===== src/qc_pkg.sv =====
// Shared constants and types for the quadrature edge counter
package qc_pkg;

  // ************************************************************
  // Register map (byte addresses, one 32-bit word each)
  // ************************************************************
  localparam logic [7:0] OFS_CTRL   = 8'h00;
  localparam logic [7:0] OFS_CMD    = 8'h04;
  localparam logic [7:0] OFS_UPPER  = 8'h08;
  localparam logic [7:0] OFS_LOWER  = 8'h0C;
  localparam logic [7:0] OFS_PRESET = 8'h10;
  localparam logic [7:0] OFS_COUNT  = 8'h14;
  localparam logic [7:0] OFS_STATUS = 8'h18;

  // ************************************************************
  // Field positions
  // ************************************************************
  localparam int CTRL_ENABLE_BIT = 0;
  localparam int CTRL_DIR_BIT    = 1;
  localparam int CMD_LOAD_BIT    = 0;
  localparam int CMD_CLEAR_BIT   = 1;
  localparam int STAT_RUN_BIT    = 4;

  // Pin indices inside the synchroniser vector
  localparam int PIN_A      = 0;
  localparam int PIN_B      = 1;
  localparam int PIN_RUN    = 2;
  localparam int PIN_RETAIN = 3;
  localparam int PIN_COUNT  = 4;

  // ************************************************************
  // Reset values and counts
  // ************************************************************
  localparam logic [1:0]  CTRL_RESET   = 2'h0;
  localparam logic [31:0] UPPER_RESET  = 32'h7FFFFFFF;
  localparam logic [31:0] LOWER_RESET  = 32'h00000000;
  localparam logic [31:0] PRESET_RESET = 32'h00000000;
  localparam logic [31:0] COUNT_MAX    = 32'h7FFFFFFF;
  localparam logic [31:0] COUNT_MIN    = 32'h80000000;
  localparam logic [2:0]  RESTORE_WAIT = 3'h6;

  // Status flags as one carrier
  typedef struct packed {
    logic ovf;
    logic upper;
    logic lower;
    logic null_f;
  } flags_t;

  // Flags after reset match a zero count against the reset setpoints
  localparam flags_t      FLAGS_RESET  = 4'h3;

  // Start-up sequence of the counter
  typedef enum logic [2:0] {
    ST_WAIT    = 3'b001,
    ST_RESTORE = 3'b010,
    ST_RUN     = 3'b100
  } phase_t;

endpackage


===== src/quadrature_counter.sv =====
// Quadrature edge counter with APB register access
`timescale 1ns/10ps
`default_nettype none
// Functional notes
// - Count always visible as signed value
// - Clear only in run mode, by clear
// - Retained count survives stop and supply loss
// - Start in run resumes from retained count
// - Count both edges: twice the pulses
// - At reset, null and lower flags set
// - Upward edges add one; flags follow the new count
// - Upper flag when count at/above upper
// - Lower flag when count at/below lower
// - Null flag exactly when count zero
// - Load pulse copies start value, flags follow
// - Direction coil inverts the count sense of edges
// - Clear forces zero, null flag follows
// - Range excursion sets flags by direction
// - All values signed 32-bit full range
// - Overflow flag marks range left
// - Count only while enabled
module quadrature_counter (
  input  wire logic        pclk,
  input  wire logic        presetn,
  input  wire logic        psel,
  input  wire logic        penable,
  input  wire logic        pwrite,
  input  wire logic [7:0]  paddr,
  input  wire logic [31:0] pwdata,
  output logic      [31:0] prdata,
  output logic             pready,
  output logic             pslverr,
  input  wire logic        chan_a,
  input  wire logic        chan_b,
  input  wire logic        run_mode,
  input  wire logic        retain_cfg,
  output logic      [31:0] count_out,
  output logic             null_flag,
  output logic             lower_hit_flag,
  output logic             upper_hit_flag,
  output logic             range_overflow_flag
);

  // ************************************************************
  // Declarations
  // ************************************************************
  logic [qc_pkg::PIN_COUNT-1:0] pin_s;
  logic                         a_edge;
  logic [31:0]                  stored;
  logic [1:0]                   ctrl_q;
  logic [31:0]                  upper_q;
  logic [31:0]                  lower_q;
  logic [31:0]                  preset_q;
  logic [31:0]                  count_q;
  logic [31:0]                  count_d;
  logic                         ovf_pos_q;
  logic                         ovf_pos_d;
  logic                         ovf_neg_q;
  logic                         ovf_neg_d;
  qc_pkg::flags_t               flags_q;
  qc_pkg::flags_t               flags_d;
  qc_pkg::phase_t               phase_q;
  qc_pkg::phase_t               phase_d;
  logic [2:0]                   wait_q;
  logic [31:0]                  rdata_d;
  logic                         map_hit;

  // ************************************************************
  // Pin conditioning and retained store
  // ************************************************************
  pin_conditioner u_pins (
    .pclk     (pclk),
    .presetn  (presetn),
    .pins     ({retain_cfg, run_mode, chan_b, chan_a}),
    .stable_q (pin_s),
    .a_edge_q (a_edge)
  );

  wire run_s    = pin_s[qc_pkg::PIN_RUN];
  wire retain_s = pin_s[qc_pkg::PIN_RETAIN];

  // Writes stay off until start-up is done, else reset zeros the store
  wire store_we = retain_s && (phase_q == qc_pkg::ST_RUN);

  retain_store u_store (
    .pclk    (pclk),
    .we      (store_we),
    .wdata   (count_d),
    .rdata_q (stored)
  );

  // ************************************************************
  // APB decode
  // ************************************************************
  wire setup_ph   = psel && !penable;
  wire wr_fire    = psel && penable && pready && pwrite;
  wire wr_ctrl    = wr_fire && (paddr == qc_pkg::OFS_CTRL);
  wire wr_cmd     = wr_fire && (paddr == qc_pkg::OFS_CMD);
  wire wr_upper   = wr_fire && (paddr == qc_pkg::OFS_UPPER);
  wire wr_lower   = wr_fire && (paddr == qc_pkg::OFS_LOWER);
  wire wr_preset  = wr_fire && (paddr == qc_pkg::OFS_PRESET);
  wire load_fire  = wr_cmd && pwdata[qc_pkg::CMD_LOAD_BIT];
  wire clr_fire   = wr_cmd && pwdata[qc_pkg::CMD_CLEAR_BIT] && run_s;
  wire enable_on  = ctrl_q[qc_pkg::CTRL_ENABLE_BIT];
  wire dir_coil   = ctrl_q[qc_pkg::CTRL_DIR_BIT];
  wire [31:0] upper_d = wr_upper ? pwdata : upper_q;
  wire [31:0] lower_d = wr_lower ? pwdata : lower_q;

  assign map_hit = (paddr == qc_pkg::OFS_CTRL) || (paddr == qc_pkg::OFS_CMD)
                || (paddr == qc_pkg::OFS_UPPER) || (paddr == qc_pkg::OFS_LOWER)
                || (paddr == qc_pkg::OFS_PRESET) || (paddr == qc_pkg::OFS_COUNT)
                || (paddr == qc_pkg::OFS_STATUS);

  // Read mux; command register reads as zero
  always_comb begin
    rdata_d = 32'h00000000;
    case (paddr)
      qc_pkg::OFS_CTRL:   rdata_d = {30'h00000000, ctrl_q};
      qc_pkg::OFS_UPPER:  rdata_d = upper_q;
      qc_pkg::OFS_LOWER:  rdata_d = lower_q;
      qc_pkg::OFS_PRESET: rdata_d = preset_q;
      qc_pkg::OFS_COUNT:  rdata_d = count_q;
      qc_pkg::OFS_STATUS: rdata_d = {27'h0000000, run_s, flags_q};
      default:            rdata_d = 32'h00000000;
    endcase
  end

  // Zero-wait slave: answer is registered during setup
  always_ff @(posedge pclk or negedge presetn) begin
    if (!presetn) begin
      pready  <= 1'b0;
      pslverr <= 1'b0;
      prdata  <= 32'h00000000;
    end else begin
      pready  <= setup_ph;
      pslverr <= setup_ph && !map_hit;
      prdata  <= (setup_ph && !pwrite) ? rdata_d : 32'h00000000;
    end
  end

  // ************************************************************
  // Software registers
  // ************************************************************
  always_ff @(posedge pclk or negedge presetn) begin
    if (!presetn) begin
      ctrl_q   <= qc_pkg::CTRL_RESET;
      upper_q  <= qc_pkg::UPPER_RESET;
      lower_q  <= qc_pkg::LOWER_RESET;
      preset_q <= qc_pkg::PRESET_RESET;
    end else begin
      if (wr_ctrl)   ctrl_q   <= pwdata[1:0];
      if (wr_preset) preset_q <= pwdata;
      upper_q <= upper_d;
      lower_q <= lower_d;
    end
  end

  // ************************************************************
  // Start-up: wait for the synchronised straps, then restore
  // ************************************************************
  always_comb begin
    phase_d = phase_q;
    unique case (phase_q)
      qc_pkg::ST_WAIT:    if (wait_q == qc_pkg::RESTORE_WAIT) phase_d = qc_pkg::ST_RESTORE;
      qc_pkg::ST_RESTORE: phase_d = qc_pkg::ST_RUN;
      qc_pkg::ST_RUN:     phase_d = qc_pkg::ST_RUN;
      default:            phase_d = qc_pkg::ST_WAIT;
    endcase
  end

  always_ff @(posedge pclk or negedge presetn) begin
    if (!presetn) begin
      phase_q <= qc_pkg::ST_WAIT;
      wait_q  <= 3'h0;
    end else begin
      phase_q <= phase_d;
      if (phase_q == qc_pkg::ST_WAIT) wait_q <= wait_q + 3'h1;
    end
  end

  // ************************************************************
  // Count path
  // ************************************************************
  // Natural sense from the channel phase, inverted by the direction coil
  wire nat_down = pin_s[qc_pkg::PIN_A] == pin_s[qc_pkg::PIN_B];
  wire step_dn  = nat_down ^ dir_coil;
  wire step_en  = a_edge && enable_on && run_s
               && (phase_q == qc_pkg::ST_RUN);
  wire at_max   = (count_q == qc_pkg::COUNT_MAX);
  wire at_min   = (count_q == qc_pkg::COUNT_MIN);
  wire restore  = (phase_q == qc_pkg::ST_RESTORE) && retain_s && run_s;

  // Priority: restore, clear, load, count; saturate at the range ends
  always_comb begin
    count_d   = count_q;
    ovf_pos_d = ovf_pos_q;
    ovf_neg_d = ovf_neg_q;
    if (restore) begin
      count_d = stored;
    end else if (clr_fire) begin
      count_d   = 32'h00000000;
      ovf_pos_d = 1'b0;
      ovf_neg_d = 1'b0;
    end else if (load_fire) begin
      count_d   = preset_q;
      ovf_pos_d = 1'b0;
      ovf_neg_d = 1'b0;
    end else if (step_en) begin
      if (step_dn) begin
        if (at_min) ovf_neg_d = 1'b1;
        else count_d = count_q - 32'h00000001;
      end else begin
        if (at_max) ovf_pos_d = 1'b1;
        else count_d = count_q + 32'h00000001;
      end
    end
  end

  // Flags follow the next count so they move in the same cycle
  assign flags_d.null_f = (count_d == 32'h00000000);
  assign flags_d.upper  = ($signed(count_d) >= $signed(upper_d)) || ovf_pos_d;
  assign flags_d.lower  = ($signed(count_d) <= $signed(lower_d)) || ovf_neg_d;
  assign flags_d.ovf    = ovf_pos_d || ovf_neg_d;

  always_ff @(posedge pclk or negedge presetn) begin
    if (!presetn) begin
      count_q   <= 32'h00000000;
      ovf_pos_q <= 1'b0;
      ovf_neg_q <= 1'b0;
      // Zero count sits on the reset lower limit, so null and lower start set
      flags_q   <= qc_pkg::FLAGS_RESET;
    end else begin
      count_q   <= count_d;
      ovf_pos_q <= ovf_pos_d;
      ovf_neg_q <= ovf_neg_d;
      flags_q   <= flags_d;
    end
  end

  // Outputs straight from flip-flops
  assign count_out           = count_q;
  assign null_flag           = flags_q.null_f;
  assign lower_hit_flag      = flags_q.lower;
  assign upper_hit_flag      = flags_q.upper;
  assign range_overflow_flag = flags_q.ovf;
endmodule
`default_nettype wire


===== src/pin_conditioner.sv =====
// Three-stage pin synchronisers with agreement filter and A-edge pulse
`timescale 1ns/10ps
`default_nettype none
module pin_conditioner (
  input  wire logic                        pclk,
  input  wire logic                        presetn,
  input  wire logic [qc_pkg::PIN_COUNT-1:0] pins,
  output logic      [qc_pkg::PIN_COUNT-1:0] stable_q,
  output logic                             a_edge_q
);

  logic [qc_pkg::PIN_COUNT-1:0] ff1_q;
  logic [qc_pkg::PIN_COUNT-1:0] ff2_q;
  logic [qc_pkg::PIN_COUNT-1:0] ff3_q;
  logic [qc_pkg::PIN_COUNT-1:0] stable_d;

  // ************************************************************
  // Per-pin synchroniser; a change counts once stages 2 and 3 agree
  // ************************************************************
  genvar gi;
  generate
    for (gi = 0; gi < qc_pkg::PIN_COUNT; gi++) begin : g_sync
      assign stable_d[gi] = (ff2_q[gi] == ff3_q[gi]) ? ff3_q[gi] : stable_q[gi];
      always_ff @(posedge pclk or negedge presetn) begin
        if (!presetn) begin
          ff1_q[gi]    <= 1'b0;
          ff2_q[gi]    <= 1'b0;
          ff3_q[gi]    <= 1'b0;
          stable_q[gi] <= 1'b0;
        end else begin
          ff1_q[gi]    <= pins[gi];
          ff2_q[gi]    <= ff1_q[gi];
          ff3_q[gi]    <= ff2_q[gi];
          stable_q[gi] <= stable_d[gi];
        end
      end
    end
  endgenerate

  // Both edges of channel A count, giving twice the pulse number
  always_ff @(posedge pclk or negedge presetn) begin
    if (!presetn) begin
      a_edge_q <= 1'b0;
    end else begin
      a_edge_q <= stable_d[qc_pkg::PIN_A] ^ stable_q[qc_pkg::PIN_A];
    end
  end

endmodule
`default_nettype wire


===== src/retain_store.sv =====
// Count store that keeps its content over stop and supply loss
`timescale 1ns/10ps
`default_nettype none
module retain_store (
  input  wire logic        pclk,
  input  wire logic        we,
  input  wire logic [31:0] wdata,
  output logic      [31:0] rdata_q
);

  // No reset on purpose: the content must outlive a reset
  logic [31:0] mem_q;

  // ************************************************************
  // Write and registered read
  // ************************************************************
  always_ff @(posedge pclk) begin
    if (we) begin
      mem_q <= wdata;
    end
    rdata_q <= mem_q;
  end

endmodule
`default_nettype wire


===== config.mk =====
export PLATFORM = sky130hd
export DESIGN_NAME = quadrature_counter
export DESIGN_NICKNAME = d
export VERILOG_FILES = /design/src/qc_pkg.sv /design/src/quadrature_counter.sv /design/src/pin_conditioner.sv /design/src/retain_store.sv
export SDC_FILE = /design/constraint.sdc
export NUM_CORES = 1
export LEC_CHECK = 0
export ABC_AREA = 1
export BUFFER_PORTS_ARGS = -buffer_cell sky130_fd_sc_hd__buf_2
export CAP_MARGIN = 15
export CORE_MARGIN = 5
export CORE_UTILIZATION = 60
export CTS_CLUSTER_DIAMETER = 150
export DETAILED_ROUTE_END_ITERATION = 7
export PLACE_DENSITY = 0.89
export REMOVE_ABC_BUFFERS = 1
export SLEW_MARGIN = 20
export SYNTH_ARGS = -nofsm -noshare
export SYNTH_HDL_FRONTEND = slang
export SYNTH_SLANG_ARGS = --single-unit

===== constraint.sdc =====
create_clock -name pclk -period 3.6 [get_ports pclk]
set_input_delay 0.36 -clock pclk [delete_from_list [all_inputs] [get_ports pclk]]
set_output_delay 0.36 -clock pclk [all_outputs]
set_load 0.01 [all_outputs]

Yosys cells after proc, flatten, opt, wreduce, memory -nomap -nowiden:

Index checks and enable logic that the tools add are counted.
W data, S select, Z words.

* word-level logic and storage cells: 121
* output and inout bits: 70
* flip-flop bits (word level): 257
* bits of input ports: 49

* $add $sub $neg: 3
* $lt $le $gt $ge: 2
* equal/unequal tests: 18
* muxes and demuxes: 26
* reduce and logical (&&, ||, !) cells: 35
* bitwise operators: 2

Operators by type and width (number)
* $mux W32: 10
* $pmux W32 S6: 1
* $add A32 B1 Y32 const B: 1
* $eq A32 B31 Y1 const B: 1
* $eq A32 B32 Y1 const B: 1
* $ge A32 B32 Y1: 1
* $le A32 B32 Y1: 1
* $logic_not A32 Y1: 1
* $sub A32 B1 Y32 const B: 1
* $eq A8 B5 Y1 const B: 3
* $logic_and A1 B1 Y1: 20
* $eq A8 B4 Y1 const B: 2
* $mux W1: 13
* $logic_or A1 B1 Y1: 9
* $eq A8 B3 Y1 const B: 1
* $logic_not A8 Y1: 1
* $eq A3 B3 Y1 const B: 2
* $pmux W3 S2: 1
* $eq A1 B1 Y1: 5
* $add A3 B1 Y3 const B: 1
* $eq A3 B1 Y1 const B: 1
* $eq A3 B2 Y1 const B: 1
* $logic_not A1 Y1: 3
* $mux W3: 1
* other kinds (3): 4

Depth between registers and ports, before layout:

* depth in word-level cells: 10
* depth in mapped cells: 26
* mapped depth without buffers: 26

Hierarchy:

From an unflattened synthesis, not the netlist that was laid out.

* cell total of the unflattened synthesis: 1796
* area, all modules: 14029.7 sq um

By module, submodules not included
* quadrature_counter: instances 1, sequential area each 4446.8 sq um, cells each 1694, area each 11916.4 sq um
* retain_store: instances 1, sequential area each 1601.5 sq um, cells each 64, area each 1601.5 sq um
* pin_conditioner: instances 1, sequential area each 425.4 sq um, cells each 38, area each 511.7 sq um

Worst setup path before layout:

No wires, ideal clock.

* path type: register -> register
* start point: register count_q[1] (netlist: count_out[1])
* end point: register flags_q (netlist bit lower_hit_flag)
* period minus slack after synthesis: 3.141 ns
* arrival: 3.061 ns
* slack: 0.459 ns
* required time: 3.520 ns
* cell stages (with the launch flop): 25
* setup time: 0.080 ns
* path through: dfrtp_1 > inv_1 > ha_1 > nand3_2 > nor2_2 > nand2_1 > nor2_4 > inv_2 > nand3_1 > nand2_1 > nand2_1 > nand2_1 > nand2_1 > nand2_1 > nand2_1 > nand2_1 > ha_1 > nand2_1 > nor3_1 > nand2_1 > nor4_1 > nand2_1 > nand3_1 > xnor2_1 > nand2_1

RTL lines
* start: declaration: line quadrature_counter.sv:54 `logic [31:0] count_q;`
* start signal: assignment: line quadrature_counter.sv:233 `count_q <= count_d;`
* end signal: assignment: line quadrature_counter.sv:231 `flags_q <= qc_pkg::FLAGS_RESET;`
* end signal: assignment: line quadrature_counter.sv:236 `flags_q <= flags_d;`
* end: declaration: line quadrature_counter.sv:60 `qc_pkg::flags_t flags_q;`

==> impl_metrics.yaml <==
clocking:
  clock-root-buffer: "clkbuf_16"
  clock_sinks: 257
  clkLatencyLatePin_ns: 0.54
  path_clk_slew_ns: 0.07
  tritoncts: "done"
  htreeDepth: 1
  cts-buffers-inserted: 26
  cts_buffer_depth: 3
power:
  vdd_ir_drop_max_v: 0.000366
  seq_power_share: 0.436
  leakagePower_nw: 8.79
  pwr-share-comb: 0.173
  power_density_nw_per_um2: 412
  power.share.clock: 0.391
  switching_share: 0.277
  switching_power_mw: 2.04
  intPower_mw: 5.33
timing:
  setup_viol: 0
  fmax_ghz: 0.281
  fin_crit_sh: 0.988
  timing.final.crit_period_ns: 3.56
  finClkSkew_ns: 0.0118
  rsz0062_at_grt: "yes"
  worstMarginPinSlew_ns: 0.914
  drv_slew: 0
  setup_ws_ns: 0.0418
  slew_headroom: 0.390
  finalHoldViolations: 0
  holdWs_ns: 0.0548
  fin_tns_setup_ns: 0
drt:
  drtAntennaViolNets: 0
  vias: 14232
  post_drt_wl_per_cell_um: 21.0
  via_per_inst: 5.94
  drt_iter0_drc: 1708
  drc: 0
  drt-total-wl_um: 50300
  drt_pre_antenna_iters: 6
setup_path:
  slowest_stage: "dfrtp_1"
  worst_setup_path_end_kind: "flop"
  crit_top_cell: "nand2_1"
  cp_slowest_stage_delay_ns: 0.42
  r2r-start: "count_out[0]$_DFF_PN0_"
  setup.worst_path.start_class: "flop"
  critPathMaxFanout: 5
  required_ns: 4.07
  startpoint: "count_out[0]$_DFF_PN0_"
  critPathKind: "reg -> reg"
  arrival_ns: 4.03
floorplanning:
  core_region_area_um2: 22700
  die_h_um: 162
  die_area_um2: 26300
  die_w_um: 162
  initial_core_util: 0.612
  ios: 119
  num_rows: 55
synthesis:
  yosys_register_bits: 257
  synth_edf_count: 32
  syn_avg_cell_area_um2: 7.77
  synthesis.area_um2: 13900
  syn_inst: 1789
  yosysTopAreaCell: "dfrtp_1"
  synth_top_flop_cell: "dfrtp_1"
  synthArstFlopShare: 0.751
  ys_warn_count: 0
  netlist.area_leader.share: 0.286
  synthTopCellsByArea: "dfrtp_1 29%, nand2_1 12%, edfxtp_1 6.9%"
  yosysSeqAreaShare: 0.466
  yosysUniqueCellTypes: 47
placed_design:
  place_hpwl_um: 34700
  place_congestion: 1.10
  io_buffers: 118
  dp_slack_ns: -0.186
finish:
  nNetsFinal: 2205
  drive_gt1_frac: 0.285
  syn_to_final_growth_pct: 28.9
global_routing:
  met2_usage: 0.585
  use_met3: 0.0733
  use_met1: 0.501
  antenna_found_initial: 1
  grt_max_degree: 80
  grt.overflow.total: 0
  grt_usage: 0.367
  grt_pass1_vias: 13812
  grt_busiest_layer: "met2"
  grt_pass1_wl_um: 75900
flow_run:
  maxCapViolCount: 0
min_path:
  hold_start: "psel"
  min_path_type: "in -> reg"
outcome:
  outcome: "finished clean"
synthesized netlist by cell type (28+ instances only):
library cell and instances:
nand2_1 461, inv_1 243, nor2_1 195, dfrtp_1 159, a21oi_1 118, o21ai_0 99
nand3_1 90, ha_1 68, dfstp_2 34, clkbuf_1 33, dfxtp_1 32, edfxtp_1 32
nand4_1 29, o22ai_1 28
registers in the layout (all words and copies together), names as in the netlist, 32 cells and up:
| name | flops |
|---|---|
| count_out | 32 |
| lower_q | 32 |
| u_store.rdata_q | 32 |
| upper_q | 32 |
| preset_q | 32 |
| u_store.mem_q | 32 |
| prdata | 32 |
what timing repair did:
item | 4_1_cts | 5_1_grt
hold buffers | 6 | 0
gates resized for setup | 28 | 159
pin swaps | 10 | 56
setup buffers | 2 | 20
setup endpoints to repair | 2 | 2
endpoints found under the hold margin | 65 | 0
placed cells by master (no fill, tap or decap), types with 29 or more instances in the layout:
cell / n
a21oi_1: 108
dfstp_2: 34
ha_1: 50
nor2_2: 31
nor2_1: 159
inv_1: 237
nand2_1: 418
dfrtp_1: 142
buf_4: 199
edfxtp_1: 32
o21ai_0: 92
nand2_2: 49
nand4_1: 29
dfxtp_1: 32
nand3_1: 85
buf_2: 117
metrics by stage:
step                      power, mW  utilization  cell area, um2  instances
after detailed placement       4.33        0.707           16100       2317
after floorplan                3.73            -           13600       1724
final                          7.38        0.789           17900       2394
after CTS                      7.21        0.755           17100       2373
after global routing           7.62        0.789           17900       2393
after global placement         4.31        0.707           16100       2317
logic make-up after synthesis:
family / after synthesis / share of synthesized area
xor gates and xnor gates: 14 / 0.00882
AOI/OAI and AO/OA: 292 / 0.117
and+or+nand+nor: 827 / 0.247
buffers and inverters: 321 / 0.0916
muxes: 7 / 0.00567
DFF: 257 / 0.466
adders and majority gates: 71 / 0.0634
cell type report:
cell class,instances,area (um2)
Antenna cell,1,2.50
Timing Repair Buffer,336,2350
Clock buffer,39,751
Inverter,256,966
Multi-Input combinational cell,1211,6840
Fill cell,1479,4790
Tap cell,285,357
Clock inverter,9,154
Sequential cell,257,6490
final timing paths:
| kind | to | slack (ns) | cells after the start |
|---|---|---|---|
| worst max-delay path | upper_hit_flag$_DFF_PN0_ | 0.04 | 26 |
| worst min-delay path | pready$_DFF_PN0_ | 0.05 | 3 |
| worst max register to register | upper_hit_flag$_DFF_PN0_ | 0.04 | 26 |
| worst min register to register | u_store.rdata_q[16]$_DFF_P_ | 0.34 | 0 |
| max in group asynchronous | upper_q[0]$_DFF_PN1_ | 2.16 | 3 |
| min in group asynchronous | preset_q[20]$_DFFE_PN0P_ | 0.43 | 2 |
routing by layer:
layer	vias up	routed length (um)
met5	-	0
met4	0	2330
met3	188	5820
met2	941	23000
met1	6714	19100
li1	6389	-
power groups by stage:
stage          clock network, mW  registers (mW)  logic [mW]
6_report                    2.89            3.22        1.27
5_1_grt                     3.03            3.22        1.37
4_1_cts                     2.89            3.20        1.12
3_5_place_dp                   0            3.25        1.08
3_3_place_gp                   0            3.24        1.06
2_1_floorplan                  0            3.26       0.474
worst max-delay path: cells and delay by family, from the launching register on:
family | cells | cell delay (ns)
AO/OA/AOI/OAI | 5 | 0.71
buffers and inverters | 4 | 0.46
AND/OR/NAND/NOR | 15 | 1.52
adder cells (fa/ha/maj) | 2 | 0.37
flip-flops | 1 | 0.42
Power figures use the tool's default switching activity.
